**config.mk**
```make
export PLATFORM = sky130hd
export DESIGN_NAME = fpcs_cmd
export DESIGN_NICKNAME = d
export VERILOG_FILES = /design/src/fpcs_pkg.sv /design/src/fpcs_uart_rx.sv /design/src/fpcs_uart_tx.sv /design/src/fpcs_cmd.sv
export SDC_FILE = /design/constraint.sdc
export NUM_CORES = 1
export LEC_CHECK = 0
export BUFFER_PORTS_ARGS = -buffer_cell sky130_fd_sc_hd__buf_2
export CORE_UTILIZATION = 35
export DETAILED_ROUTE_END_ITERATION = 16
export MAX_ROUTING_LAYER = met4
export PLACE_DENSITY = 0.6
export SLEW_MARGIN = 20
export SYNTH_ARGS = -nofsm -noshare
export SYNTH_HDL_FRONTEND = slang
export SYNTH_HIERARCHICAL = 1
export SYNTH_SLANG_ARGS = --single-unit
```
**constraint.sdc**
```tcl
create_clock -name clock -period 2.3 [get_ports clock]
set_input_delay 0.46 -clock clock [delete_from_list [all_inputs] [get_ports clock]]
set_output_delay 0.46 -clock clock [all_outputs]
set_load 0.03 [all_outputs]
```
**src/fpcs_pkg.sv**
```systemverilog
// Constants shared by the flash programming command and security block
//
// Behaviour
// - Unused pins held at reset state while programming
// - Self-programming mode: pins behave as halt standby
// - Enter programming mode: attached plus command received
// - Chip erase whole array; block erase one block
// - Write range, then verify stored bytes match
// - Checksum over given address range
// - Blank check whole array and report
// - Every command answered with ACK or NAK
// - Chip-erase prohibition blocks erases; nothing clears ever
// - Chip-erase prohibition alone still allows writes
// - Block-erase prohibition blocks block erase; chip erase clears
// - Write prohibition blocks write, block erase; chip erase clears
// - New security settings apply from next session
// - Shipped state: no prohibition, all commands accepted
// - Only programmer session may set prohibitions
// - Three independent prohibitions, any combination
// - Self-programming ignores prohibitions
// - Commands and responses over asynchronous UART link
`default_nettype none

package fpcs_pkg;

	// ----------------------------------------------------------------
	// Link timing
	// ----------------------------------------------------------------
	localparam int          CLK_HZ    = 20_000_000;
	localparam int          BAUD      = 250_000;
	localparam logic [7:0]  BIT_CYC   = 8'(CLK_HZ / BAUD);
	localparam logic [7:0]  HALF_CYC  = 8'(CLK_HZ / BAUD / 2);
	localparam logic [3:0]  TX_BITS   = 4'h9;
	localparam logic [3:0]  RX_STOP   = 4'h9;

	// ----------------------------------------------------------------
	// Flash array geometry
	// ----------------------------------------------------------------
	localparam int          ADDR_W    = 12;
	localparam logic [11:0] FLASH_TOP = 12'hFFF;
	localparam int          BLK_SHIFT = 10;
	localparam logic [7:0]  ERASED    = 8'hFF;

	// ----------------------------------------------------------------
	// Command codes, argument counts, responses
	// ----------------------------------------------------------------
	localparam logic [7:0]  CMD_CHIP_ERASE  = 8'h20;
	localparam logic [7:0]  CMD_BLOCK_ERASE = 8'h22;
	localparam logic [7:0]  CMD_WRITE       = 8'h40;
	localparam logic [7:0]  CMD_CHECKSUM    = 8'h13;
	localparam logic [7:0]  CMD_BLANK       = 8'h32;
	localparam logic [7:0]  CMD_SECURITY    = 8'hA0;
	localparam logic [2:0]  ARGS_NONE       = 3'h0;
	localparam logic [2:0]  ARGS_ONE        = 3'h1;
	localparam logic [2:0]  ARGS_RANGE      = 3'h4;
	localparam logic [7:0]  RSP_ACK         = 8'h06;
	localparam logic [7:0]  RSP_NAK         = 8'h15;

	// ----------------------------------------------------------------
	// Security bits and reset values
	// ----------------------------------------------------------------
	localparam int          SEC_CE    = 0;
	localparam int          SEC_BE    = 1;
	localparam int          SEC_WR    = 2;
	localparam logic [2:0]  SEC_KEEP  = 3'h1;
	localparam logic [2:0]  SEC_RESET = 3'h0;

endpackage : fpcs_pkg

`default_nettype wire

```
**src/fpcs_uart_rx.sv**
```systemverilog
// Asynchronous serial receiver, 8 data bits, one stop bit
`default_nettype none

module fpcs_uart_rx (
	// Clock and reset
	input  wire logic       clock,
	input  wire logic       reset_n,
	// Serial pin
	input  wire logic       rxd,
	// Received byte
	output logic            valid,
	output logic [7:0]      data
);

	logic       s1_r, s2_r;             // Pin synchroniser
	logic       busy_r, busy_nxt;       // Frame in progress
	logic [7:0] cnt_r, cnt_nxt;         // Baud counter
	logic [3:0] bits_r, bits_nxt;       // Bit index, 0 is start
	logic [7:0] shf_r, shf_nxt;         // Data shifter
	logic       valid_nxt;
	logic [7:0] data_nxt;

	// Two flops before any logic reads the pin
	always_ff @(posedge clock or negedge reset_n)
	begin
		if (!reset_n)
		begin
			s1_r <= 1'b1;
			s2_r <= 1'b1;
		end
		else
		begin
			s1_r <= rxd;
			s2_r <= s1_r;
		end
	end

	// Sample each bit in its middle
	always_comb
	begin
		busy_nxt  = busy_r;
		cnt_nxt   = cnt_r;
		bits_nxt  = bits_r;
		shf_nxt   = shf_r;
		valid_nxt = 1'b0;
		data_nxt  = data;
		if (!busy_r)
		begin
			if (!s2_r)
			begin
				busy_nxt = 1'b1;
				cnt_nxt  = fpcs_pkg::HALF_CYC;
				bits_nxt = 4'h0;
			end
		end
		else if (cnt_r != 8'h00)
			cnt_nxt = cnt_r - 8'h01;
		else if (bits_r == 4'h0)
		begin
			// False start bit is dropped
			busy_nxt = !s2_r;
			cnt_nxt  = fpcs_pkg::BIT_CYC;
			bits_nxt = 4'h1;
		end
		else if (bits_r != fpcs_pkg::RX_STOP)
		begin
			shf_nxt  = {s2_r, shf_r[7:1]};
			cnt_nxt  = fpcs_pkg::BIT_CYC;
			bits_nxt = bits_r + 4'h1;
		end
		else
		begin
			// Byte kept only with a good stop bit
			busy_nxt  = 1'b0;
			valid_nxt = s2_r;
			data_nxt  = shf_r;
		end
	end

	// Register the receiver state
	always_ff @(posedge clock or negedge reset_n)
	begin
		if (!reset_n)
		begin
			busy_r <= 1'b0;
			cnt_r  <= 8'h00;
			bits_r <= 4'h0;
			shf_r  <= 8'h00;
			valid  <= 1'b0;
			data   <= 8'h00;
		end
		else
		begin
			busy_r <= busy_nxt;
			cnt_r  <= cnt_nxt;
			bits_r <= bits_nxt;
			shf_r  <= shf_nxt;
			valid  <= valid_nxt;
			data   <= data_nxt;
		end
	end

endmodule : fpcs_uart_rx

`default_nettype wire

```
**src/fpcs_uart_tx.sv**
```systemverilog
// Asynchronous serial transmitter, 8 data bits, one stop bit
`default_nettype none

module fpcs_uart_tx (
	// Clock and reset
	input  wire logic       clock,
	input  wire logic       reset_n,
	// Byte to send
	input  wire logic       start,
	input  wire logic [7:0] data,
	output logic            busy,
	// Serial pin
	output logic            txd
);

	logic       busy_nxt, txd_nxt;
	logic [7:0] cnt_r, cnt_nxt;         // Baud counter
	logic [3:0] bits_r, bits_nxt;       // Bits still to send
	logic [8:0] shf_r, shf_nxt;         // Data then stop bit

	// Start bit at once, then shift out every bit period
	always_comb
	begin
		busy_nxt = busy;
		txd_nxt  = txd;
		cnt_nxt  = cnt_r;
		bits_nxt = bits_r;
		shf_nxt  = shf_r;
		if (!busy)
		begin
			if (start)
			begin
				busy_nxt = 1'b1;
				txd_nxt  = 1'b0;
				shf_nxt  = {1'b1, data};
				bits_nxt = fpcs_pkg::TX_BITS;
				cnt_nxt  = fpcs_pkg::BIT_CYC;
			end
		end
		else if (cnt_r != 8'h00)
			cnt_nxt = cnt_r - 8'h01;
		else if (bits_r == 4'h0)
			busy_nxt = 1'b0;
		else
		begin
			txd_nxt  = shf_r[0];
			shf_nxt  = {1'b1, shf_r[8:1]};
			bits_nxt = bits_r - 4'h1;
			cnt_nxt  = fpcs_pkg::BIT_CYC;
		end
	end

	// Register the transmitter state; line idles high
	always_ff @(posedge clock or negedge reset_n)
	begin
		if (!reset_n)
		begin
			busy   <= 1'b0;
			txd    <= 1'b1;
			cnt_r  <= 8'h00;
			bits_r <= 4'h0;
			shf_r  <= 9'h1FF;
		end
		else
		begin
			busy   <= busy_nxt;
			txd    <= txd_nxt;
			cnt_r  <= cnt_nxt;
			bits_r <= bits_nxt;
			shf_r  <= shf_nxt;
		end
	end

endmodule : fpcs_uart_tx

`default_nettype wire

```
**src/fpcs_cmd.sv**
```systemverilog
// Flash programming mode command interpreter with security prohibitions
`default_nettype none

module fpcs_cmd (
	// Clock and reset (reset comes only from the programmer)
	input  wire logic        clock,
	input  wire logic        reset_n,
	// Programmer link pins
	input  wire logic        rxd_pin,
	input  wire logic        attach_pin,
	output logic             txd_pin,
	// Mode and pin state
	input  wire logic        self_prog,
	output logic             prog_mode,
	output logic             pins_reset_hold,
	output logic             pins_halt,
	// Flash array port
	output logic [11:0]      fl_addr,
	output logic [7:0]       fl_wdata,
	output logic             fl_rd,
	output logic             fl_wr,
	output logic             fl_erase_chip,
	output logic             fl_erase_block,
	input  wire logic [7:0]  fl_rdata,
	input  wire logic        fl_busy,
	// Nonvolatile security store
	input  wire logic [2:0]  sec_nv,
	output logic             sec_wr,
	output logic [2:0]       sec_wdata
);

	// ----------------------------------------------------------------
	// Types and helpers
	// ----------------------------------------------------------------
	typedef enum logic [3:0] {
		S_IDLE, S_ARG, S_DISPATCH, S_BUSY_WAIT, S_SEC_CLR, S_WR_DATA,
		S_RD_ISSUE, S_RD_WAIT, S_RD_USE, S_RESP
	} fpcs_state_type;

	// Argument bytes that follow a command code
	function automatic logic [2:0] fpcs_arg_len(input logic [7:0] cmd);
		case (cmd)
			fpcs_pkg::CMD_BLOCK_ERASE: fpcs_arg_len = fpcs_pkg::ARGS_ONE;
			fpcs_pkg::CMD_SECURITY:    fpcs_arg_len = fpcs_pkg::ARGS_ONE;
			fpcs_pkg::CMD_WRITE:       fpcs_arg_len = fpcs_pkg::ARGS_RANGE;
			fpcs_pkg::CMD_CHECKSUM:    fpcs_arg_len = fpcs_pkg::ARGS_RANGE;
			default:                   fpcs_arg_len = fpcs_pkg::ARGS_NONE;
		endcase
	endfunction : fpcs_arg_len

	// Range lies in the array and runs upward
	function automatic logic fpcs_range_ok(input logic [31:0] rng);
		fpcs_range_ok = (rng[31:28] == 4'h0) && (rng[15:12] == 4'h0)
			&& (rng[27:16] <= rng[11:0]);
	endfunction : fpcs_range_ok

	// ----------------------------------------------------------------
	// Signals
	// ----------------------------------------------------------------
	logic           att_s1_r, att_s2_r;         // Attach pin synchroniser
	logic           rx_valid;                   // Byte from programmer
	logic [7:0]     rx_data;
	logic           tx_busy;                    // Transmitter busy
	logic           txd;
	fpcs_state_type state_r, state_nxt;         // Command sequencer
	logic [7:0]     op_r, op_nxt;               // Command in progress
	logic [2:0]     argn_r, argn_nxt;           // Argument bytes left
	logic [31:0]    arg_r, arg_nxt;             // Argument shifter
	logic [11:0]    end_r, end_nxt;             // Last address of range
	logic           err_r, err_nxt;             // Verify or blank miss
	logic [15:0]    sum_r, sum_nxt;             // Checksum accumulator
	logic [15:0]    sum_new;
	logic           last;
	logic [23:0]    rbuf_r, rbuf_nxt;           // Response bytes, MSB first
	logic [1:0]     rn_r, rn_nxt;               // Response bytes left
	logic           tx_start_r, tx_start_nxt;
	logic [7:0]     tx_data_r, tx_data_nxt;
	logic [2:0]     sec_act_r, sec_act_nxt;     // Prohibitions of this session
	logic           mode_nxt, hold_nxt, halt_nxt;
	logic [11:0]    addr_nxt;
	logic [7:0]     wdata_nxt;
	logic           rd_nxt, wr_nxt, ce_nxt, be_nxt;
	logic           sw_nxt;
	logic [2:0]     swd_nxt;

	assign sum_new = sum_r + {8'h00, fl_rdata};
	assign last    = (fl_addr == end_r);

	// ----------------------------------------------------------------
	// Serial link
	// ----------------------------------------------------------------

	// Receiver; it synchronises the pin itself
	fpcs_uart_rx u_rx (
		.clock   (clock),
		.reset_n (reset_n),
		.rxd     (rxd_pin),
		.valid   (rx_valid),
		.data    (rx_data)
	);

	// Transmitter; only ever answers a command
	fpcs_uart_tx u_tx (
		.clock   (clock),
		.reset_n (reset_n),
		.start   (tx_start_r),
		.data    (tx_data_r),
		.busy    (tx_busy),
		.txd     (txd)
	);

	assign txd_pin = txd;

	// Attach pin passes two flops before use
	always_ff @(posedge clock or negedge reset_n)
	begin
		if (!reset_n)
		begin
			att_s1_r <= 1'b0;
			att_s2_r <= 1'b0;
		end
		else
		begin
			att_s1_r <= attach_pin;
			att_s2_r <= att_s1_r;
		end
	end

	// ----------------------------------------------------------------
	// Command sequencer
	// ----------------------------------------------------------------

	// Next state, flash strobes, security writes and responses
	always_comb
	begin
		state_nxt    = state_r;
		op_nxt       = op_r;
		argn_nxt     = argn_r;
		arg_nxt      = arg_r;
		end_nxt      = end_r;
		err_nxt      = err_r;
		sum_nxt      = sum_r;
		rbuf_nxt     = rbuf_r;
		rn_nxt       = rn_r;
		tx_start_nxt = 1'b0;
		tx_data_nxt  = tx_data_r;
		sec_act_nxt  = sec_act_r;
		mode_nxt     = prog_mode;
		addr_nxt     = fl_addr;
		wdata_nxt    = fl_wdata;
		rd_nxt       = 1'b0;
		wr_nxt       = 1'b0;
		ce_nxt       = 1'b0;
		be_nxt       = 1'b0;
		sw_nxt       = 1'b0;
		swd_nxt      = sec_wdata;
		case (state_r)
			// Wait for a command; the programmer always speaks first
			S_IDLE:
			begin
				if (rx_valid && att_s2_r)
				begin
					if (!prog_mode)
					begin
						mode_nxt    = 1'b1;
						sec_act_nxt = sec_nv;
					end
					op_nxt   = rx_data;
					argn_nxt = fpcs_arg_len(rx_data);
					if (fpcs_arg_len(rx_data) == fpcs_pkg::ARGS_NONE)
						state_nxt = S_DISPATCH;
					else
						state_nxt = S_ARG;
				end
			end
			// Collect address, block or security arguments
			S_ARG:
			begin
				if (rx_valid)
				begin
					arg_nxt  = {arg_r[23:0], rx_data};
					argn_nxt = argn_r - 3'h1;
					if (argn_r == 3'h1)
						state_nxt = S_DISPATCH;
				end
			end
			// Check prohibitions, then start the operation
			S_DISPATCH:
			begin
				rbuf_nxt  = {fpcs_pkg::RSP_NAK, 16'h0000};
				rn_nxt    = 2'h1;
				state_nxt = S_RESP;
				case (op_r)
					fpcs_pkg::CMD_CHIP_ERASE:
					begin
						if (!sec_act_r[fpcs_pkg::SEC_CE])
						begin
							ce_nxt    = 1'b1;
							state_nxt = S_BUSY_WAIT;
						end
					end
					fpcs_pkg::CMD_BLOCK_ERASE:
					begin
						if (sec_act_r == fpcs_pkg::SEC_RESET)
						begin
							addr_nxt  = 12'(arg_r[1:0]) << fpcs_pkg::BLK_SHIFT;
							be_nxt    = 1'b1;
							state_nxt = S_BUSY_WAIT;
						end
					end
					fpcs_pkg::CMD_WRITE:
					begin
						// Chip-erase prohibition alone leaves writes open
						if (!sec_act_r[fpcs_pkg::SEC_WR] && fpcs_range_ok(arg_r))
						begin
							addr_nxt  = arg_r[27:16];
							end_nxt   = arg_r[11:0];
							err_nxt   = 1'b0;
							state_nxt = S_WR_DATA;
						end
					end
					fpcs_pkg::CMD_CHECKSUM:
					begin
						if (fpcs_range_ok(arg_r))
						begin
							addr_nxt  = arg_r[27:16];
							end_nxt   = arg_r[11:0];
							sum_nxt   = 16'h0000;
							state_nxt = S_RD_ISSUE;
						end
					end
					fpcs_pkg::CMD_BLANK:
					begin
						addr_nxt  = 12'h000;
						end_nxt   = fpcs_pkg::FLASH_TOP;
						err_nxt   = 1'b0;
						state_nxt = S_RD_ISSUE;
					end
					fpcs_pkg::CMD_SECURITY:
					begin
						// Bits only add; stored value waits for next session
						sw_nxt   = 1'b1;
						swd_nxt  = sec_nv | arg_r[2:0];
						rbuf_nxt = {fpcs_pkg::RSP_ACK, 16'h0000};
					end
					default:
					begin
						rbuf_nxt = {fpcs_pkg::RSP_NAK, 16'h0000};
					end
				endcase
			end
			// Wait for the array to finish a write or an erase
			S_BUSY_WAIT:
			begin
				if (!fl_busy && !wr_or_erase_r())
				begin
					rbuf_nxt = {fpcs_pkg::RSP_ACK, 16'h0000};
					rn_nxt   = 2'h1;
					case (op_r)
						fpcs_pkg::CMD_WRITE:      state_nxt = S_RD_ISSUE;
						fpcs_pkg::CMD_CHIP_ERASE: state_nxt = S_SEC_CLR;
						default:                  state_nxt = S_RESP;
					endcase
				end
			end
			// Successful chip erase lifts block and write prohibitions unless the stored chip-erase bit is set
			S_SEC_CLR:
			begin
				sw_nxt    = 1'b1;
				swd_nxt   = sec_nv[fpcs_pkg::SEC_CE] ? sec_nv
					: (sec_nv & fpcs_pkg::SEC_KEEP);
				state_nxt = S_RESP;
			end
			// Take one data byte and program it
			S_WR_DATA:
			begin
				if (rx_valid)
				begin
					wdata_nxt = rx_data;
					wr_nxt    = 1'b1;
					state_nxt = S_BUSY_WAIT;
				end
			end
			// Read strobe, then wait a cycle for the data
			S_RD_ISSUE:
			begin
				rd_nxt    = 1'b1;
				state_nxt = S_RD_WAIT;
			end
			S_RD_WAIT:
			begin
				state_nxt = S_RD_USE;
			end
			// Use the byte read back
			S_RD_USE:
			begin
				state_nxt = S_RD_ISSUE;
				if (!last)
					addr_nxt = fl_addr + 12'h001;
				case (op_r)
					fpcs_pkg::CMD_WRITE:
					begin
						err_nxt = err_r | (fl_rdata != fl_wdata);
						if (!last)
							state_nxt = S_WR_DATA;
					end
					fpcs_pkg::CMD_CHECKSUM:
					begin
						sum_nxt = sum_new;
					end
					default:
					begin
						err_nxt = err_r | (fl_rdata != fpcs_pkg::ERASED);
					end
				endcase
				if (last)
				begin
					state_nxt = S_RESP;
					rn_nxt    = 2'h1;
					if (op_r == fpcs_pkg::CMD_CHECKSUM)
					begin
						rbuf_nxt = {fpcs_pkg::RSP_ACK, sum_new};
						rn_nxt   = 2'h3;
					end
					else if (err_nxt)
						rbuf_nxt = {fpcs_pkg::RSP_NAK, 16'h0000};
					else
						rbuf_nxt = {fpcs_pkg::RSP_ACK, 16'h0000};
				end
			end
			// Send the response bytes one after another
			S_RESP:
			begin
				if (rn_r == 2'h0)
					state_nxt = S_IDLE;
				else if (!tx_busy && !tx_start_r)
				begin
					tx_start_nxt = 1'b1;
					tx_data_nxt  = rbuf_r[23:16];
					rbuf_nxt     = {rbuf_r[15:0], 8'h00};
					rn_nxt       = rn_r - 2'h1;
				end
			end
			default:
			begin
				state_nxt = S_IDLE;
			end
		endcase
		// Pins idle at reset state in programming mode, halt state in self mode
		hold_nxt = mode_nxt;
		halt_nxt = self_prog && !mode_nxt;
	end

	// A strobe issued last cycle means busy is not yet valid
	function automatic logic wr_or_erase_r();
		wr_or_erase_r = fl_wr || fl_erase_chip || fl_erase_block;
	endfunction : wr_or_erase_r

	// Register the sequencer; reset is driven by the programmer alone
	always_ff @(posedge clock or negedge reset_n)
	begin
		if (!reset_n)
		begin
			state_r         <= S_IDLE;
			op_r            <= 8'h00;
			argn_r          <= 3'h0;
			arg_r           <= 32'h0000_0000;
			end_r           <= 12'h000;
			err_r           <= 1'b0;
			sum_r           <= 16'h0000;
			rbuf_r          <= 24'h00_0000;
			rn_r            <= 2'h0;
			tx_start_r      <= 1'b0;
			tx_data_r       <= 8'h00;
			sec_act_r       <= fpcs_pkg::SEC_RESET;
			prog_mode       <= 1'b0;
			pins_reset_hold <= 1'b0;
			pins_halt       <= 1'b0;
			fl_addr         <= 12'h000;
			fl_wdata        <= 8'h00;
			fl_rd           <= 1'b0;
			fl_wr           <= 1'b0;
			fl_erase_chip   <= 1'b0;
			fl_erase_block  <= 1'b0;
			sec_wr          <= 1'b0;
			sec_wdata       <= fpcs_pkg::SEC_RESET;
		end
		else
		begin
			state_r         <= state_nxt;
			op_r            <= op_nxt;
			argn_r          <= argn_nxt;
			arg_r           <= arg_nxt;
			end_r           <= end_nxt;
			err_r           <= err_nxt;
			sum_r           <= sum_nxt;
			rbuf_r          <= rbuf_nxt;
			rn_r            <= rn_nxt;
			tx_start_r      <= tx_start_nxt;
			tx_data_r       <= tx_data_nxt;
			sec_act_r       <= sec_act_nxt;
			prog_mode       <= mode_nxt;
			pins_reset_hold <= hold_nxt;
			pins_halt       <= halt_nxt;
			fl_addr         <= addr_nxt;
			fl_wdata        <= wdata_nxt;
			fl_rd           <= rd_nxt;
			fl_wr           <= wr_nxt;
			fl_erase_chip   <= ce_nxt;
			fl_erase_block  <= be_nxt;
			sec_wr          <= sw_nxt;
			sec_wdata       <= swd_nxt;
		end
	end

endmodule : fpcs_cmd

`default_nettype wire

```
* Yosys cells after proc, flatten, opt, wreduce, memory -nomap -nowiden
Index checks and enable logic that the tools add are counted.
Word-level totals: bits in registers 201, bits of input ports 17, logic and storage cells 270
Cells by class: $add $sub $neg 8, order comparisons 1, equal/unequal tests 52, muxes and demuxes 111, bitwise operators 8, reduce and logical (&&, ||, !) cells 53
Operators by type and width (count):
- 24-bit two-way mux | 4
- 24-bit case mux with 4 select lines | 1
- 4-bit two-way mux | 20
- 12-bit two-way mux | 6
- 8-bit two-way mux | 9
- 21-bit two-way mux | 3
- 16-bit two-way mux | 3
- 12-bit case mux with 4 select lines | 1
- 4-bit case mux with 10 select lines | 1
- 9-bit two-way mux | 4
- 12-bit case mux with 3 select lines | 1
- 1-bit two-way mux | 34
- 2-bit != test, second input constant | 17
- 8-bit by 6-bit == test with 1-bit output, second input constant | 4
- 16-bit case mux with 2 select lines | 1
- 12-bit case mux with 2 select lines | 1
- 4-bit logical NOT | 5
- 4-bit case mux with 5 select lines | 1
- 3-bit case mux with 2 select lines | 3
- 3-bit AND reduction | 6
- 16-bit by 8-bit adder with 16-bit output | 1
- 4-bit by 3-bit == test with 1-bit output, second input constant | 4
- 8-bit by 5-bit == test with 1-bit output, second input constant | 2
- 8-bit by 7-bit == test with 1-bit output, second input constant | 2
- 42 further kinds | 99

* Logic depth before layout (Yosys ltp)
depth in word-level cells 9, depth in mapped cells 10

* Cells and area by module
The synthesis kept the hierarchy.
Modules (own cells, without submodules):
- fpcs_cmd | instances 1, cells an instance 801, area each 7661.1 um2, sequential area each 3653.5 um2
- fpcs_uart_rx | instances 1, cells an instance 133, area each 1579.0 um2, sequential area each 803.3 um2
- fpcs_uart_tx | instances 1, cells an instance 109, area each 1236.2 um2, sequential area each 561.8 um2

* Worst setup path after synthesis
No wires, ideal clock.
path type input port to flip-flop, start input fl_rdata[5], end register rbuf_r[15], arrival time 2188 ps, required time 2170 ps, path slack -18 ps, cell stages on the path 7, path buffers 0, cell sequence ha_1 -> or3_1 -> a31oi_1 -> nor3_1 -> xor2_1 -> a221oi_1 -> a21oi_1
On the way: longest elaborated chain between the ends 4
RTL lines:
- start, declared | RTL line fpcs_cmd.sv:24 | input wire logic [7:0] fl_rdata,
- 16-bit by 8-bit adder with 16-bit output | RTL line fpcs_cmd.sv:86 | assign sum_new = sum_r + {8'h00, fl_rdata};
- 21-bit two-way mux | RTL line fpcs_cmd.sv:320 | if (op_r == fpcs_pkg::CMD_CHECKSUM)
- 24-bit two-way mux | RTL line fpcs_cmd.sv:316 | if (last)
- 24-bit case mux with 4 select lines | RTL line fpcs_cmd.sv:157 | case (state_r)
- end signal, assigned | RTL line fpcs_cmd.sv:397 | rbuf_r <= rbuf_nxt;
- end, declared | RTL line fpcs_cmd.sv:74 | logic [23:0] rbuf_r, rbuf_nxt;
No other way between the ends. The select of a mux whose other input is x is not followed. A chain may end at the register's enable or synchronous reset.

* Final worst setup path
start register arg_r[29], end register end_r[4]
On the way: longest elaborated chain between the ends 6, elaborated cells on any way between the ends 7, classes of those cells eq/ne: 2; reduce/logical: 5
RTL lines:
- start, declared | RTL line fpcs_cmd.sv:68 | logic [31:0] arg_r, arg_nxt;
- start signal, assigned | RTL line fpcs_cmd.sv:393 | arg_r <= arg_nxt;
- 4-bit logical NOT * | RTL line fpcs_cmd.sv:53 | fpcs_range_ok = (rng[31:28] == 4'h0) && (rng[15:12] == 4'h0)
- 1-bit logical AND * | RTL line fpcs_cmd.sv:53
- 1-bit logical AND * | RTL line fpcs_cmd.sv:54 | && (rng[27:16] <= rng[11:0]);
- 1-bit logical AND | RTL line fpcs_cmd.sv:214 | if (!sec_act_r[fpcs_pkg::SEC_WR] && fpcs_range_ok(arg_r))
- 2-bit != test (no source line)
- 4-bit AND reduction (no source line) *
- end signal, assigned | RTL line fpcs_cmd.sv:394 | end_r <= end_nxt;
- end, declared | RTL line fpcs_cmd.sv:69 | logic [11:0] end_r, end_nxt;
Mark *: on every way between the ends. The rest lies on a longest branch, timed or not.

==> impl_metrics.yaml <==
final_layout:
  fillers: 2739
  syn_to_final_growth_pct: 24.2
  drive_above_1_share_pct: 31.1
  diodes: 0
  fin_area_sq_um: 13000
  final_cells: 1594
  nets: 1247
yosys:
  yosysSeqAreaShare_pct: 47.9
  async_reset_ff_share_pct: 100
  synth_top_area_share_pct: 45.1
  yosysMostFrequentCell: "dfrtp_1"
  yosys_warnings: 6
  syn_area_sq_um: 10500
  synth_area_leaders: "dfrtp_1, mux2_2, nand2_1, ha_1, o21ai_0"
  syn-num-nets: 1093
  netlist_instances: 1043
  yosysTopAreaCell: "dfrtp_1"
  ys.flop_type: "dfrtp_1"
  synth_commonest_cells: "dfrtp_1, nand2_1, o21ai_0, nor2_1, mux2_2"
  syn_area_per_cell_sq_um: 10.0
  synth_cell_types: 87
  ys_ff_latch: 200
  synth-edff-count: 0
pwr:
  p_leak_nw: 6.12
  cellPowerDensity_nw_per_um2: 728
  power_mw: 9.47
  ir_drop_uv: 415
critical_path:
  ff2ff_setup_slack_ns: -0.16
  arrival_ns: 2.78
  cp_max_fo: 6
  worstPathRequired_ns: 2.62
  regToRegEndpoint: "end_r[4]"
  cp-start-kind: "register"
  cp-end-kind: "register"
  criticalPathCategory: "register to register"
  r2r_start: "arg_r[29]"
  reg2regPathDepth: 8
drt:
  wl_um: 26400
  ant_nets: 0
  drtIter0Drc: 511
  vias: 8322
  drc: 0
  post_drt_wl_per_cell_um: 16.5
  dr.pass1.iters: 5
  vias_per_cell: 5.22
die:
  die_area_sq_um: 30600
  ios: 49
  die_x_um: 175
  start_util_pct: 36.0
  coreArea_sq_um: 29100
  rows: 62
  die_h_um: 175
sta:
  fmax_mhz: 407
  slew_violations: 0
  rsz0062_at_grt: "yes"
  slew_headroom_pct: 53.7
  fin_skew_ns: 0.0128
  final_hold_viol_count: 0
  fin_crit_sh_pct: 107
  fin_crit_ns: 2.46
  worst_slack_ns: -0.156
  tightest_slew_ns: 0.694
  setup_viol: 23
cts:
  cts_buffers: 17
  clkSinkCount: 200
  htree_levels: 4
  cts_root_buf: "clkbuf_16"
  path_clk_slew_ns: 0.08
  clk_latency_ns: 0.44
  cts-hold-fix-buffers: 0
  cts_buffer_depth: 2
  cts_tree: "done"
grt:
  overflow: 0
  grt_pass1_vias: 8236
  grtUsageTotal_pct: 18.3
  antenna_found_initial: 0
  grt_pass1_wl_um: 43300
  grt_max_degree: 61
run:
  drv_cap: 0
outcome:
  violations: "setup timing"
  status: "finished with violations"
place:
  dp_slack_ns: -0.166
  port_buffers: 48
  gp_congestion: 0.925
  dp_hpwl_um: 19000
  dpl-instance-area_sq_um: 12000
  dpl.cell_count: 1552
worst_hold_path:
  hp-class: "input port to async pin"
## how the worst max path moves through the flow
stage	from	end	slack, ns
finish	arg_r[29]	end_r[4]	-0.16
global placement	fl_rdata[0]	rbuf_r[8]	-0.14
floorplan	fl_rdata[5]	rbuf_r[15]	0.09
global route	arg_r[1]	end_r[4]	-0.23
detailed placement	fl_rdata[0]	rbuf_r[8]	-0.17
CTS	arg_r[29]	end_r[7]	-0.05
## cell type report
type / count / area, sq um / share of cell area, %
clock inverters: 13 / 115 / 0.885
multi-input cells: 759 / 5440 / 41.8
flip-flops and latches: 200 / 5020 / 38.6
inverters: 42 / 158 / 1.21
repair buffers: 177 / 1360 / 10.4
clock buffers: 19 / 443 / 3.41
well taps: 384 / 480 / 3.69
## flip-flops by register name, indices dropped and copies added, names as in the netlist, 12 cells and up
| signal | flops |
|---|---|
| sum_r | 16 |
| rbuf_r | 24 |
| fl_addr | 12 |
| arg_r | 32 |
| end_r | 12 |
## kinds of logic (layout without fill, tap and decap cells)
family | Yosys count | after routing | share of synthesized area (%)
compound gates | 246 | 246 | 15.4
xor+xnor | 34 | 34 | 2.84
fa+ha+maj | 33 | 33 | 4.01
buf+inv | 85 | 251 | 3.63
flops | 200 | 200 | 47.9
mux | 72 | 72 | 7.95
simple gates | 373 | 374 | 18.3
## metrics by stage
stage               hold slack [ns]  util (%)  TNS (ns)
finish                      0.00937      44.7     -1.74
global route                 0.0368      44.7     -5.65
CTS                          0.0192      43.4    -0.622
detailed placement            0.347      41.2     -3.72
global placement              0.348      41.2    -0.914
floorplan                     0.164         -         0
## layout by cell type, fill, tap and decap left out, types with 10 or more instances in the layout
| cell | synthesis | layout |
|---|---|---|
| ha_1 | 32 | 23 |
| and2_1 | 10 | 10 |
| o21ai_1 | 3 | 14 |
| nand4_1 | 11 | 11 |
| inv_1 | 42 | 35 |
| o22a_1 | 12 | 12 |
| clkbuf_16 | 0 | 18 |
| nand2_1 | 148 | 137 |
| a21o_1 | 10 | 10 |
| a31oi_1 | 13 | 10 |
| buf_2 | 4 | 47 |
| nand3_1 | 28 | 28 |
| dfstp_2 | 11 | 11 |
| dfrtp_1 | 189 | 189 |
| xnor2_1 | 13 | 13 |
| mux2_2 | 56 | 56 |
| a21oi_1 | 45 | 42 |
| xor2_1 | 21 | 21 |
| nor2_1 | 60 | 57 |
| buf_4 | 5 | 114 |
| nor3_1 | 26 | 21 |
| o21ai_0 | 78 | 58 |
| nand2b_1 | 12 | 12 |
## worst max-delay path, cell delays in order, from the launching register on
cell,delay (ns)
dfrtp_1,0.38
or4_1,0.58
nor2_4,0.16
nor4b_4,0.26
a22o_4,0.24
o21ai_4,0.09
buf_12,0.14
or2_4,0.29
o22a_1,0.19
## routing by layer
layer / track usage, % / wire, um / vias up / part of all wire, %
li1: - / - / 4066 / -
met1: 24.8 / 12700 / 4068 / 48
met4: 5.40 / 496 / 0 / 1.9
met2: 27.9 / 12200 / 158 / 46
met3: 3.02 / 971 / 30 / 3.7
met5: - / 0 / - / 0
## repair_timing
item                                    in CTS  in global routing
gates cloned                                 0                  3
pin swaps                                    6                 25
endpoints found under the setup margin      40                 61
buffers inserted                             0                  7
gates resized for setup                     15                 82
## power by group
group          switching [mW]  internal (mW)  leakage [nW]
clock network            1.44           1.45         0.279
registers               0.363           3.91          2.60
logic                    1.32          0.985          3.24
total                    3.12           6.35          6.12
Power figures use the tool's default switching activity.
